===== config.mk =====
export PLATFORM = sky130hd
export DESIGN_NAME = utx_endpoint_flat
export DESIGN_NICKNAME = d
export VERILOG_FILES = /design/src/design/utx_pkg.sv /design/src/design/utx_link_if.sv /design/src/design/utx_endpoint.sv /design/src/flat_wrapper.sv
export VERILOG_INCLUDE_DIRS = /design/src /design/src/design
export SDC_FILE = /design/constraint.sdc
export NUM_CORES = 1
export LEC_CHECK = 0
export BUFFER_PORTS_ARGS = -buffer_cell sky130_fd_sc_hd__buf_4
export CAP_MARGIN = 20
export CORE_MARGIN = 4
export CORE_UTILIZATION = 40
export CTS_BUF_LIST = sky130_fd_sc_hd__clkbuf_4
export DETAILED_ROUTE_END_ITERATION = 6
export HOLD_SLACK_MARGIN = 0.15
export PLACE_DENSITY_LB_ADDON = 0.12
export SKIP_LAST_GASP = 1
export SLEW_MARGIN = 15
export SYNTH_ARGS = -nofsm -noshare
export SYNTH_HDL_FRONTEND = slang
export SYNTH_SLANG_ARGS = --single-unit
export TNS_END_PERCENT = 1

===== constraint.sdc =====
create_clock -name mclk -period 7.05 [get_ports mclk]
set_input_delay 0.3525 -clock mclk [delete_from_list [all_inputs] [get_ports mclk]]
set_output_delay 0.3525 -clock mclk [all_outputs]
set_load 0.1 [all_outputs]

===== src/design/utx_map.svh =====
// register offsets, field positions and reset values of the transmit endpoint
// assumes byte-wide register accesses with a 10-bit offset
`ifndef UTX_MAP_SVH
`define UTX_MAP_SVH

`define UTX_OFF_LO      10'h112
`define UTX_OFF_HI1     10'h113
`define UTX_OFF_HI2     10'h123
`define UTX_OFF_HI3     10'h133

`define UTX_LO_STALLED  5
`define UTX_LO_STALL    4
`define UTX_LO_FLUSH    3
`define UTX_LO_UNDERRUN 2
`define UTX_LO_FIFO_NOT_EMPTY   1
`define UTX_LO_TX_PACKET_READY    0

`define UTX_HI_AUTO     7
`define UTX_HI_ISO      6
`define UTX_HI_MODE     5
`define UTX_HI_DMA_REQUEST_ENABLE    4
`define UTX_HI_WMASK    8'hF0

`define UTX_RST_BYTE    8'h00

`endif


===== src/design/utx_pkg.sv =====
// types shared by both ends of the transmit endpoint link
// assumes nothing beyond a SystemVerilog compiler
package utx_pkg;

	typedef enum logic [1:0] {
		UTX_IDLE,
		UTX_SEND,
		UTX_WAIT_ACK
	} utx_state_e;

	typedef logic [7:0] utx_byte_t;

endpackage : utx_pkg


===== src/design/utx_link_if.sv =====
// link between the endpoint (dev) and the far usb party (host)
// assumes both ends run on the same mclk
`timescale 1ns/1ns
interface utx_link_if;
	import utx_pkg::*;

	logic      in_token;
	logic      ack;
	logic      rx_ready;
	logic      tx_valid;
	utx_byte_t tx_data;
	logic      tx_last;
	logic      stall_hs;
	logic      nak_hs;

	modport dev (
		input  in_token,
		input  ack,
		input  rx_ready,
		output tx_valid,
		output tx_data,
		output tx_last,
		output stall_hs,
		output nak_hs
	);

	modport host (
		output in_token,
		output ack,
		output rx_ready,
		input  tx_valid,
		input  tx_data,
		input  tx_last,
		input  stall_hs,
		input  nak_hs
	);

endinterface : utx_link_if


===== src/design/utx_endpoint.sv =====
// transmit endpoint control/status logic with two packet slots
// assumes register accesses synchronous to mclk, one per cycle
// What this block does
// - stall sent sets flag, flushes, clears ready
// - send_stall answers in tokens with stall
// - isochronous endpoint ignores send_stall
// - flush drops latest packet, clears ready, interrupts
// - flush with ready aborts packet being loaded
// - software flush acts whether or not ready is set
// - in token with no packet held sets underrun
// - fifo_not_empty while a packet is held
// - ready cleared and interrupt after transmission
// - double buffering clears ready for second packet
// - auto_ready_on_full sets ready on full packet
// - direction bit selects transmit on shared fifo
// - dma request only while enabled
// - host-mode bit 6 reads zero
// - three high control bytes, reset zero
`timescale 1ns/1ns
`include "utx_map.svh"
module utx_endpoint
	import utx_pkg::*;
#(
	parameter int MAXP        = 64,
	parameter bit DOUBLE_BUF  = 1'b1,
	parameter bit SHARED_FIFO = 1'b0
) (
	input  wire logic                      mclk,
	input  wire logic                      sys_rst,
	input  wire logic                      host_mode,
	input  wire logic                      reg_wr,
	input  wire logic                      reg_rd,
	input  wire logic [9:0]                reg_addr,
	input  wire logic [7:0]                reg_wdata,
	output      logic [7:0]                reg_rdata,
	input  wire logic                      load_valid,
	input  wire logic [7:0]                load_data,
	output      logic                      load_ready,
	input  wire logic [$clog2(MAXP+1)-1:0] tx_max_packet_size,
	output      logic                      dma_req,
	output      logic                      tx_event,
	utx_link_if.dev                        lnk
);
	localparam int AW = $clog2(MAXP);
	localparam int CW = $clog2(MAXP+1);

	logic [7:0]    high_ctl [3];
	logic          stall_sent;
	logic          send_stall;
	logic          underrun_flag;
	logic          fifo_not_empty;
	logic          tx_packet_ready;
	utx_byte_t     mem [2*MAXP];
	logic [CW-1:0] slot_len [2];
	logic [CW-1:0] wr_cnt;
	logic [CW-1:0] rd_cnt;
	logic          wr_slot;
	logic          rd_slot;
	logic [1:0]    pkt_cnt;
	utx_state_e    state;
	utx_byte_t     bq_data [2];
	logic          bq_last [2];
	logic          bq_wp;
	logic          bq_rp;
	logic [1:0]    bq_cnt;

	logic [7:0]    keep_bits;
	logic lo_wr, flush_wr, ready_wr, abort, commit, load_go, tx_dir;
	logic iso, auto_ready, dma_en, in_ok, stall_ev, under_ev;
	logic done, drop, push, pop, push_last, dbl_clear;
	assign lo_wr    = reg_wr && (reg_addr == `UTX_OFF_LO);
	assign keep_bits = lo_wr ? reg_wdata : 8'hFF;
	assign flush_wr = lo_wr && reg_wdata[`UTX_LO_FLUSH];
	assign ready_wr = lo_wr && reg_wdata[`UTX_LO_TX_PACKET_READY];
	assign abort    = flush_wr && ready_wr;
	assign iso        = high_ctl[0][`UTX_HI_ISO] && !host_mode;
	assign auto_ready = high_ctl[0][`UTX_HI_AUTO];
	assign dma_en     = high_ctl[0][`UTX_HI_DMA_REQUEST_ENABLE];
	assign tx_dir     = !SHARED_FIFO || high_ctl[0][`UTX_HI_MODE];

	assign load_ready = tx_dir && !tx_packet_ready && (pkt_cnt != 2'd2)
		&& (wr_cnt < tx_max_packet_size) && !flush_wr;
	assign load_go    = load_valid && load_ready;
	assign dma_req    = dma_en && load_ready;

	// auto ready on full
	// zero-length packets are never committed
	assign commit = !tx_packet_ready && !flush_wr && (pkt_cnt != 2'd2) && (wr_cnt != '0)
		&& (ready_wr || (auto_ready && wr_cnt == tx_max_packet_size));
	assign dbl_clear = DOUBLE_BUF && tx_packet_ready && (pkt_cnt == 2'd1);

	assign in_ok    = lnk.in_token && tx_dir && (state == UTX_IDLE);
	assign stall_ev = in_ok && send_stall && !iso;
	assign under_ev = in_ok && !stall_ev && (pkt_cnt == 2'd0);
	assign done     = (state == UTX_WAIT_ACK) && lnk.ack;
	assign drop     = flush_wr && !abort && (pkt_cnt != 2'd0);

	assign push      = (state == UTX_SEND) && (bq_cnt != 2'd2);
	assign push_last = (rd_cnt + 1'b1) == slot_len[rd_slot];
	assign pop       = lnk.tx_valid && lnk.rx_ready;

	assign lnk.tx_valid = (bq_cnt != 2'd0);
	assign lnk.tx_data  = bq_data[bq_rp];
	assign lnk.tx_last  = bq_last[bq_rp];
	assign lnk.stall_hs = stall_ev;
	assign lnk.nak_hs   = under_ev;
	for (genvar gi = 0; gi < 3; gi++) begin : g_high
		localparam logic [9:0] OFF = `UTX_OFF_HI1 + 10'(gi * 16);
		always_ff @(posedge mclk) begin
			if (sys_rst) begin
				high_ctl[gi] <= `UTX_RST_BYTE;
			end else if (reg_wr && reg_addr == OFF) begin
				high_ctl[gi] <= reg_wdata & `UTX_HI_WMASK;
			end
		end
	end

	always_ff @(posedge mclk) begin
		if (sys_rst) begin
			stall_sent     <= 1'b0;
			underrun_flag  <= 1'b0;
			fifo_not_empty <= 1'b0;
			send_stall     <= 1'b0;
		end else begin
			stall_sent     <= stall_ev || (stall_sent && keep_bits[`UTX_LO_STALLED]);
			underrun_flag  <= under_ev || (underrun_flag && keep_bits[`UTX_LO_UNDERRUN]);
			fifo_not_empty <= (pkt_cnt != 2'd0) || (fifo_not_empty && keep_bits[`UTX_LO_FIFO_NOT_EMPTY]);
			if (lo_wr) begin
				send_stall <= reg_wdata[`UTX_LO_STALL];
			end
		end
	end

	always_ff @(posedge mclk) begin
		if (sys_rst) begin
			tx_packet_ready <= 1'b0;
		end else if (stall_ev || flush_wr) begin
			tx_packet_ready <= 1'b0;
		end else if (commit) begin
			tx_packet_ready <= 1'b1;
		end else if (done || dbl_clear) begin
			// a ready write in the ack cycle must not be lost
			tx_packet_ready <= 1'b0;
		end
	end
	always_ff @(posedge mclk) begin
		tx_event <= !sys_rst && (flush_wr || done);
	end
	always_ff @(posedge mclk) begin
		if (load_go) begin
			mem[{wr_slot, wr_cnt[AW-1:0]}] <= load_data;
		end
	end

	// slot bookkeeping; a flush while sending the only packet aborts it
	always_ff @(posedge mclk) begin
		if (sys_rst || stall_ev) begin
			wr_cnt   <= '0;
			wr_slot  <= 1'b0;
			rd_slot  <= 1'b0;
			pkt_cnt  <= 2'd0;
			slot_len <= '{default: '0};
		end else if (flush_wr) begin
			wr_cnt <= '0;
			// an ack in the flush cycle still frees its slot
			if (done && !(drop && pkt_cnt == 2'd1)) begin
				rd_slot <= ~rd_slot;
			end
			if (drop) begin
				wr_slot <= ~wr_slot;
			end
			pkt_cnt <= pkt_cnt - {1'b0, drop} - {1'b0, done && !(drop && pkt_cnt == 2'd1)};
		end else begin
			if (commit) begin
				slot_len[wr_slot] <= wr_cnt;
				wr_slot           <= ~wr_slot;
				wr_cnt            <= '0;
			end else if (load_go) begin
				wr_cnt <= wr_cnt + 1'b1;
			end
			if (done) begin
				rd_slot <= ~rd_slot;
			end
			pkt_cnt <= pkt_cnt + {1'b0, commit} - {1'b0, done};
		end
	end

	always_ff @(posedge mclk) begin
		if (sys_rst || stall_ev || (drop && pkt_cnt == 2'd1)) begin
			state  <= UTX_IDLE;
			rd_cnt <= '0;
		end else begin
			unique case (state)
				UTX_IDLE: begin
					if (in_ok && !stall_ev && !under_ev) begin
						state  <= UTX_SEND;
						rd_cnt <= '0;
					end
				end
				UTX_SEND: begin
					if (push) begin
						rd_cnt <= rd_cnt + 1'b1;
						if (push_last) begin
							state <= UTX_WAIT_ACK;
						end
					end
				end
				UTX_WAIT_ACK: begin
					if (lnk.ack) begin
						state <= UTX_IDLE;
					end
				end
			endcase
		end
	end

	// two-entry buffer: receiver stall holds bytes, send state waits
	always_ff @(posedge mclk) begin
		if (sys_rst || stall_ev || (drop && pkt_cnt == 2'd1)) begin
			bq_wp  <= 1'b0;
			bq_rp  <= 1'b0;
			bq_cnt <= 2'd0;
		end else begin
			if (push) begin
				bq_data[bq_wp] <= mem[{rd_slot, rd_cnt[AW-1:0]}];
				bq_last[bq_wp] <= push_last;
				bq_wp          <= ~bq_wp;
			end
			if (pop) begin
				bq_rp <= ~bq_rp;
			end
			bq_cnt <= bq_cnt + {1'b0, push} - {1'b0, pop};
		end
	end

	// host reads bit 6 as zero
	always_ff @(posedge mclk) begin
		if (sys_rst) begin
			reg_rdata <= `UTX_RST_BYTE;
		end else if (reg_rd) begin
			unique case (reg_addr)
				`UTX_OFF_LO:  reg_rdata <= {2'b00, stall_sent, send_stall, 1'b0,
					underrun_flag, fifo_not_empty, tx_packet_ready};
				`UTX_OFF_HI1: reg_rdata <= {high_ctl[0][7], high_ctl[0][6] && !host_mode,
					high_ctl[0][5:0]};
				`UTX_OFF_HI2: reg_rdata <= {high_ctl[1][7], high_ctl[1][6] && !host_mode,
					high_ctl[1][5:0]};
				`UTX_OFF_HI3: reg_rdata <= {high_ctl[2][7], high_ctl[2][6] && !host_mode,
					high_ctl[2][5:0]};
				default:      reg_rdata <= `UTX_RST_BYTE;
			endcase
		end
	end

endmodule : utx_endpoint


===== src/flat_wrapper.sv =====
// flat-port wrapper written by rule: the top's interface ports become plain ports
module utx_endpoint_flat import utx_pkg::*;
#(
	parameter int MAXP        = 64,
	parameter bit DOUBLE_BUF  = 1'b1,
	parameter bit SHARED_FIFO = 1'b0
)
  (mclk, sys_rst, host_mode, reg_wr, reg_rd, reg_addr, reg_wdata, reg_rdata, load_valid, load_data, load_ready, tx_max_packet_size, dma_req, tx_event, lnk_in_token, lnk_ack, lnk_rx_ready, lnk_tx_valid, lnk_tx_data, lnk_tx_last, lnk_stall_hs, lnk_nak_hs);
  utx_link_if lnk_i ();
  input  wire logic mclk;
  input  wire logic sys_rst;
  input  wire logic host_mode;
  input  wire logic reg_wr;
  input  wire logic reg_rd;
  input  wire logic [9:0] reg_addr;
  input  wire logic [7:0] reg_wdata;
  output      logic [7:0] reg_rdata;
  input  wire logic load_valid;
  input  wire logic [7:0] load_data;
  output      logic load_ready;
  input  wire logic [$clog2(MAXP+1)-1:0] tx_max_packet_size;
  output      logic dma_req;
  output      logic tx_event;
  input wire logic [$bits(lnk_i.in_token)-1:0] lnk_in_token;
  input wire logic [$bits(lnk_i.ack)-1:0] lnk_ack;
  input wire logic [$bits(lnk_i.rx_ready)-1:0] lnk_rx_ready;
  output wire logic [$bits(lnk_i.tx_valid)-1:0] lnk_tx_valid;
  output wire logic [$bits(lnk_i.tx_data)-1:0] lnk_tx_data;
  output wire logic [$bits(lnk_i.tx_last)-1:0] lnk_tx_last;
  output wire logic [$bits(lnk_i.stall_hs)-1:0] lnk_stall_hs;
  output wire logic [$bits(lnk_i.nak_hs)-1:0] lnk_nak_hs;
  assign lnk_i.in_token = lnk_in_token;
  assign lnk_i.ack = lnk_ack;
  assign lnk_i.rx_ready = lnk_rx_ready;
  assign lnk_tx_valid = lnk_i.tx_valid;
  assign lnk_tx_data = lnk_i.tx_data;
  assign lnk_tx_last = lnk_i.tx_last;
  assign lnk_stall_hs = lnk_i.stall_hs;
  assign lnk_nak_hs = lnk_i.nak_hs;
  utx_endpoint #(.MAXP(MAXP), .DOUBLE_BUF(DOUBLE_BUF), .SHARED_FIFO(SHARED_FIFO)) u_core (.mclk(mclk), .sys_rst(sys_rst), .host_mode(host_mode), .reg_wr(reg_wr), .reg_rd(reg_rd), .reg_addr(reg_addr), .reg_wdata(reg_wdata), .reg_rdata(reg_rdata), .load_valid(load_valid), .load_data(load_data), .load_ready(load_ready), .tx_max_packet_size(tx_max_packet_size), .dma_req(dma_req), .tx_event(tx_event), .lnk(lnk_i));
endmodule

==> results of run 1 <==
worst min path at each step:
stage                             to  cells after the start
3_5_place_dp      u_core.slot_len[1]                      2
2_1_floorplan     u_core.slot_len[0]                      2
6_report       u_core.high_ctl[1][1]                      3
3_3_place_gp      u_core.slot_len[2]                      2
5_1_grt        u_core.high_ctl[1][1]                      3
4_1_cts        u_core.high_ctl[1][1]                      3
tightest hold or removal path: stages:
cell and delay (ns):
sky130_fd_sc_hd__dlygate4sd3_1 0.53, sky130_fd_sc_hd__buf_4 0.17, sky130_fd_sc_hd__o21bai_1 0.18
power by group through the flow:
stage / logic [mW] / clock network, mW / registers, mW
floorplan: 0.286 / 0 / 7.37
finish: 0.538 / 5.45 / 7.24
global route: 0.573 / 6.00 / 7.24
CTS: 0.544 / 5.62 / 7.25
detailed placement: 0.516 / 0 / 7.39
global placement: 0.505 / 0 / 7.39
synthesized netlist by cell type (8+ instances only):
cell                       count
sky130_fd_sc_hd__a211oi_1      8
sky130_fd_sc_hd__a21oi_1     102
sky130_fd_sc_hd__a22oi_1      53
sky130_fd_sc_hd__a31oi_1      32
sky130_fd_sc_hd__and2_1       21
sky130_fd_sc_hd__and3_1        8
sky130_fd_sc_hd__buf_1        14
sky130_fd_sc_hd__buf_2        64
sky130_fd_sc_hd__clkbuf_1     57
sky130_fd_sc_hd__dfxtp_1      52
sky130_fd_sc_hd__edfxtp_1   1054
sky130_fd_sc_hd__ha_1         20
sky130_fd_sc_hd__inv_1        22
sky130_fd_sc_hd__mux2_2       32
sky130_fd_sc_hd__mux2i_1     199
sky130_fd_sc_hd__mux4_2      192
sky130_fd_sc_hd__nand2_1      74
sky130_fd_sc_hd__nand3_1      25
sky130_fd_sc_hd__nor2_1      182
sky130_fd_sc_hd__nor2b_1      21
sky130_fd_sc_hd__o21ai_0      59
sky130_fd_sc_hd__o221ai_1      8
sky130_fd_sc_hd__o31ai_1       8
sky130_fd_sc_hd__xnor2_1      17
sky130_fd_sc_hd__xor2_1        9
sequential cells by signal, summed over array words and instances, names as in the netlist, 2 cells and up, named ones only:
name / count
u_core.rd_cnt: 7
u_core.bq_last: 2
u_core.wr_cnt: 7
u_core.mem: 1024
u_core.reg_rdata: 7
u_core.bq_data: 16
u_core.bq_cnt: 2
u_core.state: 2
u_core.high_ctl: 12
u_core.slot_len: 14
u_core.pkt_cnt: 2
metrics by stage:
| stage | setup WS, ns | hold WS [ns] |
|---|---|---|
| floorplan | 2.94 | 0.436 |
| global placement | 2.70 | 0.443 |
| detailed placement | 2.98 | 0.449 |
| CTS | 2.51 | 0.157 |
| global route | 2.35 | 0.209 |
| finish | 2.56 | 0.284 |
cell usage in the layout (no fill, tap or decap), types with 53 or more instances in the layout:
master | netlist | final
sky130_fd_sc_hd__clkbuf_4 | 0 | 426
sky130_fd_sc_hd__a21oi_1 | 102 | 102
sky130_fd_sc_hd__nand2_1 | 74 | 74
sky130_fd_sc_hd__nor2_1 | 182 | 181
sky130_fd_sc_hd__buf_4 | 4 | 92
sky130_fd_sc_hd__a22oi_1 | 53 | 53
sky130_fd_sc_hd__edfxtp_1 | 1054 | 1054
sky130_fd_sc_hd__mux4_2 | 192 | 192
sky130_fd_sc_hd__mux2i_1 | 199 | 199
sky130_fd_sc_hd__o21ai_0 | 59 | 59
sky130_fd_sc_hd__dlygate4sd3_1 | 0 | 76
final cells by class:
class / count / area, um^2
Inverter: 23 / 86.3
Multi-Input combinational cell: 1129 / 10600
Sequential cell: 1106 / 32700
Tap cell: 1476 / 1850
Antenna cell: 10 / 25.0
Clock inverter: 67 / 367
Timing Repair Buffer: 175 / 1580
Fill cell: 9466 / 58700
Clock buffer: 426 / 3200
layer usage:
layer | vias to the layer above | track usage [%]
li1 | 10500 | -
met1 | 12200 | 25.6
met2 | 833 | 31.2
met3 | 241 | 4.50
met4 | 0 | 7.64
met5 | - | 0
logic make-up after synthesis:
group	count (synthesis)	share of synthesized area [%]
other cells	1	0.00851
simple gates	373	3.90
mux	423	15.1
xor+xnor	26	0.516
flops	1106	74.1
compound gates	286	3.95
fa+ha+maj	20	0.568
buf+inv	169	1.77
==> impl_summary.log, run 1 <==
[metrics] Post-Synthesis Cell Area: approximately 44000 um^2
[metrics] Post-Synthesis Net Count: about 2500
[metrics] number of top-level pins: 65
[metrics] largest cells by area after synthesis: sky130_fd_sc_hd__edfxtp_1 72%, sky130_fd_sc_hd__mux4_2 9.8%, sky130_fd_sc_hd__mux2i_1 4.5%, sky130_fd_sc_hd__dfxtp_1 2.4%, sky130_fd_sc_hd__nor2_1 1.5%
[metrics] chip height: 340 um
[metrics] data required time at the worst endpoint: roughly 7.8 ns
[metrics] maximum root-to-sink buffer count: 4
[metrics] internal power consumption: between 10 and 15 mW
[metrics] cell breakdown of the critical path: ha_1 > and3_1 > o21a_1 > o31ai_4 > dlygate4sd3_1 > nand3_4 > or4_1 > buf_4 > nor2_1
[metrics] fraction of power consumed by the clock network: slightly above 40%
[metrics] met2 layer wire length in the routed design: between 50000 and 60000 um
[metrics] largest fanout on the critical path: 16
[metrics] Slew @ Worst Pin: between 1 and 1.5 ns
[metrics] total DRC errors in the routed layout: 0
[metrics] CTS H-tree lvls: 5
[metrics] Avg Inst Size Synth: between 15 and 20 um^2
[metrics] Yosys cell types: between 50 and 60
[metrics] Net Switching: between 2 and 3 mW
[metrics] Core ar.: ~110000 um^2
[metrics] met1 wire length: 47200 um
[metrics] starting density of the core: between 40% and 50%
[metrics] FF-to-FF Start: u_core.wr_cnt[3]
[metrics] number of antenna violations at the first check in global routing: 4
[metrics] post-synth top area share: a little over 70%
[metrics] library cell used as clock root buffer: sky130_fd_sc_hd__clkbuf_4
[metrics] Seq pwr share: between 50% and 60%
[metrics] Slowest Stage Delay on Critical Path: 0.78 ns
[metrics] instance count of the mapped netlist: roughly 2400
[metrics] critical setup path kind: flip-flop to flip-flop
[metrics] Final Util: a little under half
[metrics] capture point of the critical path: u_core.mem[106][7]
[metrics] number of nets with antenna violations after detailed routing: 0
[metrics] run status: finished clean
[metrics] number of endpoints with negative hold slack in the final report: 0
[metrics] # nets final: 2804
[metrics] sum of internal, switching and leakage power: ~13 mW
[metrics] worst path arrival time: around 5.2 ns
[metrics] Comb power frac: between 4 and 5%
[metrics] number of cells in the finished layout apart from fillers: around 4400
[metrics] ratio of cells with drive above 1 in the final layout: between 20% and 30%
[metrics] latest clock arrival within the worst-skew pair: between 1 and 1.5 ns
[metrics] portion of the clock cycle consumed by the worst path in the final layout: between 60% and 70%
[metrics] HPWL Detailed: about 64000 um
[metrics] number of sinks handled by clock tree synthesis: between 1000 and 1500
[metrics] clock tree from TritonCTS: built
[metrics] routability-driven placement congestion ratio: 0.791
[metrics] worst-path cell with the longest stage delay: sky130_fd_sc_hd__nor2_1
[metrics] total of max-cap violations: 0
[metrics] part of the Yosys area used for sequential elements: roughly three quarters
[metrics] Final setup violation count: 0
[metrics] DR WL met3: about 7400 um
[metrics] post_cts resized: 0
[metrics] async set-reset flop share out of synthesis: 0%
[metrics] FF-to-FF End: u_core.mem[106][7]
[metrics] Relative slew margins: 28.0%
[metrics] critical path launch point: u_core.wr_cnt[3]
[metrics] top cell type by total area after synthesis: sky130_fd_sc_hd__edfxtp_1
[metrics] Critical Path Start Type: flip-flop
[metrics] Final Slew Violations: 0
[metrics] GRT Total Usage: between 10% and 20%
[metrics] slack of the worst reg-to-reg path: ~2.6 ns
[metrics] Levels on crit path: 9
[metrics] clk_skew: about 0.076 ns
[metrics] Initial DRT Pass Iterations: 5
[metrics] floorplan row count: 121
[metrics] Total Wirelength: between 100000 and 150000 um
[metrics] critical path's top delay family: simple AND/OR/NAND/NOR gates
[metrics] grt total ovfl: 0
[metrics] Fin Setup TNS: 0 ns
[metrics] Cell Area, Placed: approximately 46000 um^2
[metrics] pin count of the biggest net entering global routing: around 100
[metrics] number of global-route vias before repair: between 20000 and 30000
[metrics] DP Cell Count: ~3800
[metrics] number of flops mapped to enable cells by yosys: approximately 1100
[metrics] VDD IR max: 0.174 mV
[metrics] wire length of the first global-routing pass: 164000 um
[metrics] unrepaired setup endpoints after global routing: false
[metrics] area of all placed cells without fillers: between 50000 and 60000 um^2
[metrics] reported leakage power: between 15 and 20 nW
[metrics] average via count per standard cell: about 5.4
[metrics] sum of buffers and inverters on the critical path: 2
[metrics] Num CTS Buffers: 307
[metrics] top routing layer in use: met4
[metrics] Die Area: 116000 um^2
[metrics] postcts setup bufs: 0
[metrics] highest clock frequency the design can meet: about 220 MHz
[metrics] ratio of total power to cell area: ~260 nW/um^2
[metrics] die span in x: approximately 340 um
[metrics] number of vias after detailed routing: 23800
[metrics] clock-pin slew on the worst setup and hold paths: approximately 0.070 ns
[metrics] Period minus WS final: 4.49 ns
[metrics] register bit total from synthesis: 1106
[metrics] worst reg2reg path depth: 9
[metrics] area delta synth->final: 14.4%
[metrics] average detailed-routed wire length per instance: ~26 um
[metrics] initial drt markers: ~1900
[metrics] # hold bufs at CTS: 76
[metrics] endpoint class of the critical path: flip-flop
[metrics] Warnings, synthesis: 0
[metrics] Hold Crit Class: primary input to flip-flop
[metrics] most used flip-flop cell after synthesis: sky130_fd_sc_hd__edfxtp_1
[metrics] Worst Min Path Start: reg_addr[4]
[metrics] switching share of power: ~22%
[metrics] number of I/O port buffers: 63
Power figures use the tool's default switching activity.
==> inputs of run 2 (changes only) <==
- clock period: 7.05 -> 4.45 ns (I/O delays scaled with it)
==> impl_summary.log, run 2 (synthesis gave the netlist of run 1 again) <==
[metrics] run status: finished clean
[metrics] Final setup violation count: 0 (unchanged)
[metrics] number of cells in the finished layout apart from fillers: 4484 (+1.6%)
[metrics] number of endpoints with negative hold slack in the final report: 0 (unchanged)
[metrics] worst-case hold path end point: u_core.mem[56][4]
[metrics] area delta synth->final: 16.0%
[metrics] Num CTS Buffers: 303 (-1.3%)
[metrics] total DRC errors in the routed layout: 0 (unchanged)
[metrics] ratio of cells with drive above 1 in the final layout: 28.8% (+1.9 points)
[metrics] reported leakage power: 16.1 nW (+2.8%)
[metrics] Initial DRT Pass Iterations: 5 (unchanged)
[metrics] Worst Min Path Start: load_data[4]
[metrics] Critical Path Start Type: flip-flop
[metrics] endpoint class of the critical path: flip-flop
[metrics] slack of the worst reg-to-reg path: 0.18 ns (-2.39 ns)
[metrics] chip height: 340 um (unchanged)
[metrics] number of top-level pins: 65 (unchanged)
[metrics] clock tree from TritonCTS: built
[metrics] latest clock arrival within the worst-skew pair: 1.13 ns (-0.02 ns)
[metrics] die span in x: 340 um (unchanged)
[metrics] initial drt markers: 1980 (+3.2%)
[metrics] Die Area: 116000 um^2 (unchanged)
[metrics] VDD IR max: 0.291 mV (+67%)
[metrics] Final Util: 46.9% (+0.65 points)
[metrics] postcts setup bufs: 0 (unchanged)
[metrics] Total Wirelength: 113000 um (-0.23%)
[metrics] worst setup slack after layout: 0.177 ns (-2.39 ns)
[metrics] GRT Total Usage: 19.5% (+0.14 points)
[metrics] routability-driven placement congestion ratio: 0.813 (+2.8%)
[metrics] CTS H-tree lvls: 5 (unchanged)
[metrics] number of antenna violations at the first check in global routing: 2 (-2)
[metrics] commonest non-fill, non-tap cell in the layout: sky130_fd_sc_hd__edfxtp_1
[metrics] unrepaired setup endpoints after global routing: true
[metrics] starting density of the core: 40.4% (unchanged)
[metrics] maximum root-to-sink buffer count: 4 (unchanged)
[metrics] Period minus WS final: 4.27 ns (-0.215 ns)
[metrics] most frequent cells in the layout: 1054 x sky130_fd_sc_hd__edfxtp_1, 419 x sky130_fd_sc_hd__clkbuf_4, 199 x sky130_fd_sc_hd__mux2i_1, 192 x sky130_fd_sc_hd__mux4_2, 180 x sky130_fd_sc_hd__nor2_1
[metrics] number of global-route vias before repair: 25500 (+2.0%)
[metrics] worst slack at placement: 0.725 ns (-2.26 ns)
[metrics] number of vias after detailed routing: 24000 (+0.74%)
[metrics] HPWL Detailed: 68100 um (+5.8%)
[metrics] Relative slew margins: 24.1% (-3.9 points)
[metrics] average via count per standard cell: 5.34 (-0.88%)
[metrics] data required time at the worst endpoint: 5.16 ns (-2.63 ns)
[metrics] clock-pin slew on the worst setup and hold paths: 0.07 ns (about the same)
[metrics] worst path arrival time: 4.98 ns (-0.25 ns)
[metrics] total of max-cap violations: 0 (unchanged)
[metrics] number of nets with antenna violations after detailed routing: 0 (unchanged)
[metrics] worst-path cell with the longest stage delay: sky130_fd_sc_hd__dlygate4sd3_1
[metrics] grt total ovfl: 0 (unchanged)
[metrics] filler cell count: 9404 (-0.65%)
[metrics] pin count of the biggest net entering global routing: 96 (-5.9%)
[metrics] critical setup path kind: flip-flop to flip-flop
[metrics] number of sinks handled by clock tree synthesis: 1106 (unchanged)
[metrics] critical path's top delay family: simple AND/OR/NAND/NOR gates
[metrics] number of I/O port buffers: 63 (unchanged)
[metrics] cell mode on critical path: sky130_fd_sc_hd__o21a_1
[metrics] Core ar.: 109000 um^2 (unchanged)
[metrics] # nets final: 2879 (+2.7%)
[metrics] clk_skew: 0.113 ns (+0.0370 ns)
[metrics] Hold Crit Class: primary input to flip-flop
[metrics] library cell used as clock root buffer: sky130_fd_sc_hd__clkbuf_4
[metrics] worst reg2reg path depth: 10 (+1)
[metrics] highest clock frequency the design can meet: 234 MHz (+5.0%)
[metrics] wire length of the first global-routing pass: 166000 um (+1.5%)
[metrics] floorplan row count: 121 (unchanged)
[metrics] Final Slew Violations: 0 (unchanged)
[metrics] FF-to-FF End: u_core.mem[1][5]
[metrics] cell breakdown of the critical path: ha_1 > nor2b_1 > o21a_1 > o21a_1 > o31ai_4 > dlygate4sd3_1 > nand3_4 > or4_1 > buf_4 > nor2_1
[metrics] Fin Setup TNS: 0 ns (unchanged)
[metrics] Slowest Stage Delay on Critical Path: 0.69 ns (-0.09 ns)
[metrics] sum of buffers and inverters on the critical path: 2 (unchanged)
[metrics] portion of the clock cycle consumed by the worst path in the final layout: 96.0% (+32 points)
[metrics] FF-to-FF Start: u_core.wr_cnt[1]
[metrics] ratio of total power to cell area: 409 nW/um^2 (+56%)
[metrics] average detailed-routed wire length per instance: 25.1 um (-1.8%)
[metrics] Slew @ Worst Pin: 1.14 ns (+0.0604 ns)
[metrics] DP Cell Count: 3905 (+1.9%)
[metrics] number of flip-flops under the largest register name: 1024 (unchanged)
[metrics] largest fanout on the critical path: 16 (unchanged)
[metrics] Hold Crit Depth: 2 (-1)
[run 2: cell types whose count changed in the layout (fill, tap and decap cells not counted), moves of 3 or more]
cell,previous run,this run
sky130_fd_sc_hd__clkinv_2,8,13
sky130_fd_sc_hd__diode_2,10,5
sky130_fd_sc_hd__buf_4,92,158
sky130_fd_sc_hd__dlygate4sd3_1,76,79
sky130_fd_sc_hd__clkbuf_4,426,419
sky130_fd_sc_hd__buf_12,6,14
[run 2: repair_timing]
item,4_1_cts,5_1_grt
hold buffers,80,1
endpoints found under the setup margin,0,24
endpoints found under the hold margin,969,25
gates resized for setup,0,1
[run 2: worst reg2reg max path: stages (launching register included)]
cell and delay [ns]:
sky130_fd_sc_hd__dfxtp_1 0.54, sky130_fd_sc_hd__ha_1 0.32, sky130_fd_sc_hd__nor2b_1 0.14, sky130_fd_sc_hd__o21a_1 0.18
sky130_fd_sc_hd__o21a_1 0.19, sky130_fd_sc_hd__o31ai_4 0.29, sky130_fd_sc_hd__dlygate4sd3_1 0.69, sky130_fd_sc_hd__nand3_4 0.14
sky130_fd_sc_hd__or4_1 0.43, sky130_fd_sc_hd__buf_4 0.30, sky130_fd_sc_hd__nor2_1 0.69
[run 2: worst max-delay path by stage]
stage                startpoint           endpoint  slack, ns  cells past startpoint
3_3_place_gp   u_core.wr_cnt[1]  u_core.mem[43][1]       0.82                      9
3_5_place_dp   u_core.wr_cnt[1]   u_core.mem[5][7]       0.73                      9
4_1_cts        u_core.wr_cnt[1]   u_core.mem[9][6]       0.16                     10
2_1_floorplan  u_core.wr_cnt[1]            dma_req       0.56                      8
6_report       u_core.wr_cnt[1]   u_core.mem[1][5]       0.18                     10
5_1_grt        u_core.wr_cnt[1]   u_core.mem[9][6]      -0.04                     10
[run 2: layer usage]
layer	share of wire (%)	GRT usage (%)	wire length [um]
met3	6.0	4.20	6800
met2	48	31.2	54000
met1	44	26.7	49100
met4	2.3	6.61	2620
met5	0	0	0
[run 2: area by class of cell]
class / instances / area [um^2] / area share (%)
Clock inverter: 72 / 427 / 0.834
Timing Repair Buffer: 254 / 2310 / 4.52
Multi-Input combinational cell: 1129 / 10600 / 20.8
Sequential cell: 1106 / 32700 / 63.9
Inverter: 23 / 86.3 / 0.169
Tap cell: 1476 / 1850 / 3.61
Antenna cell: 5 / 12.5 / 0.0245
Clock buffer: 419 / 3150 / 6.15
[run 2: stage by stage]
step | total power [mW] | hold WS (ns) | area, um^2
floorplan | 12.1 | 0.321 | 44100
global placement | 12.5 | 0.446 | 46700
detailed placement | 12.5 | 0.449 | 46700
CTS | 21.2 | 0.175 | 51100
global route | 21.9 | 0.167 | 51200
finish | 20.9 | 0.230 | 51200
[run 2: where the power goes]
part,switching (mW),internal [mW]
clock,3.98,4.61
sequential,0.0422,11.4
combinational,0.634,0.239
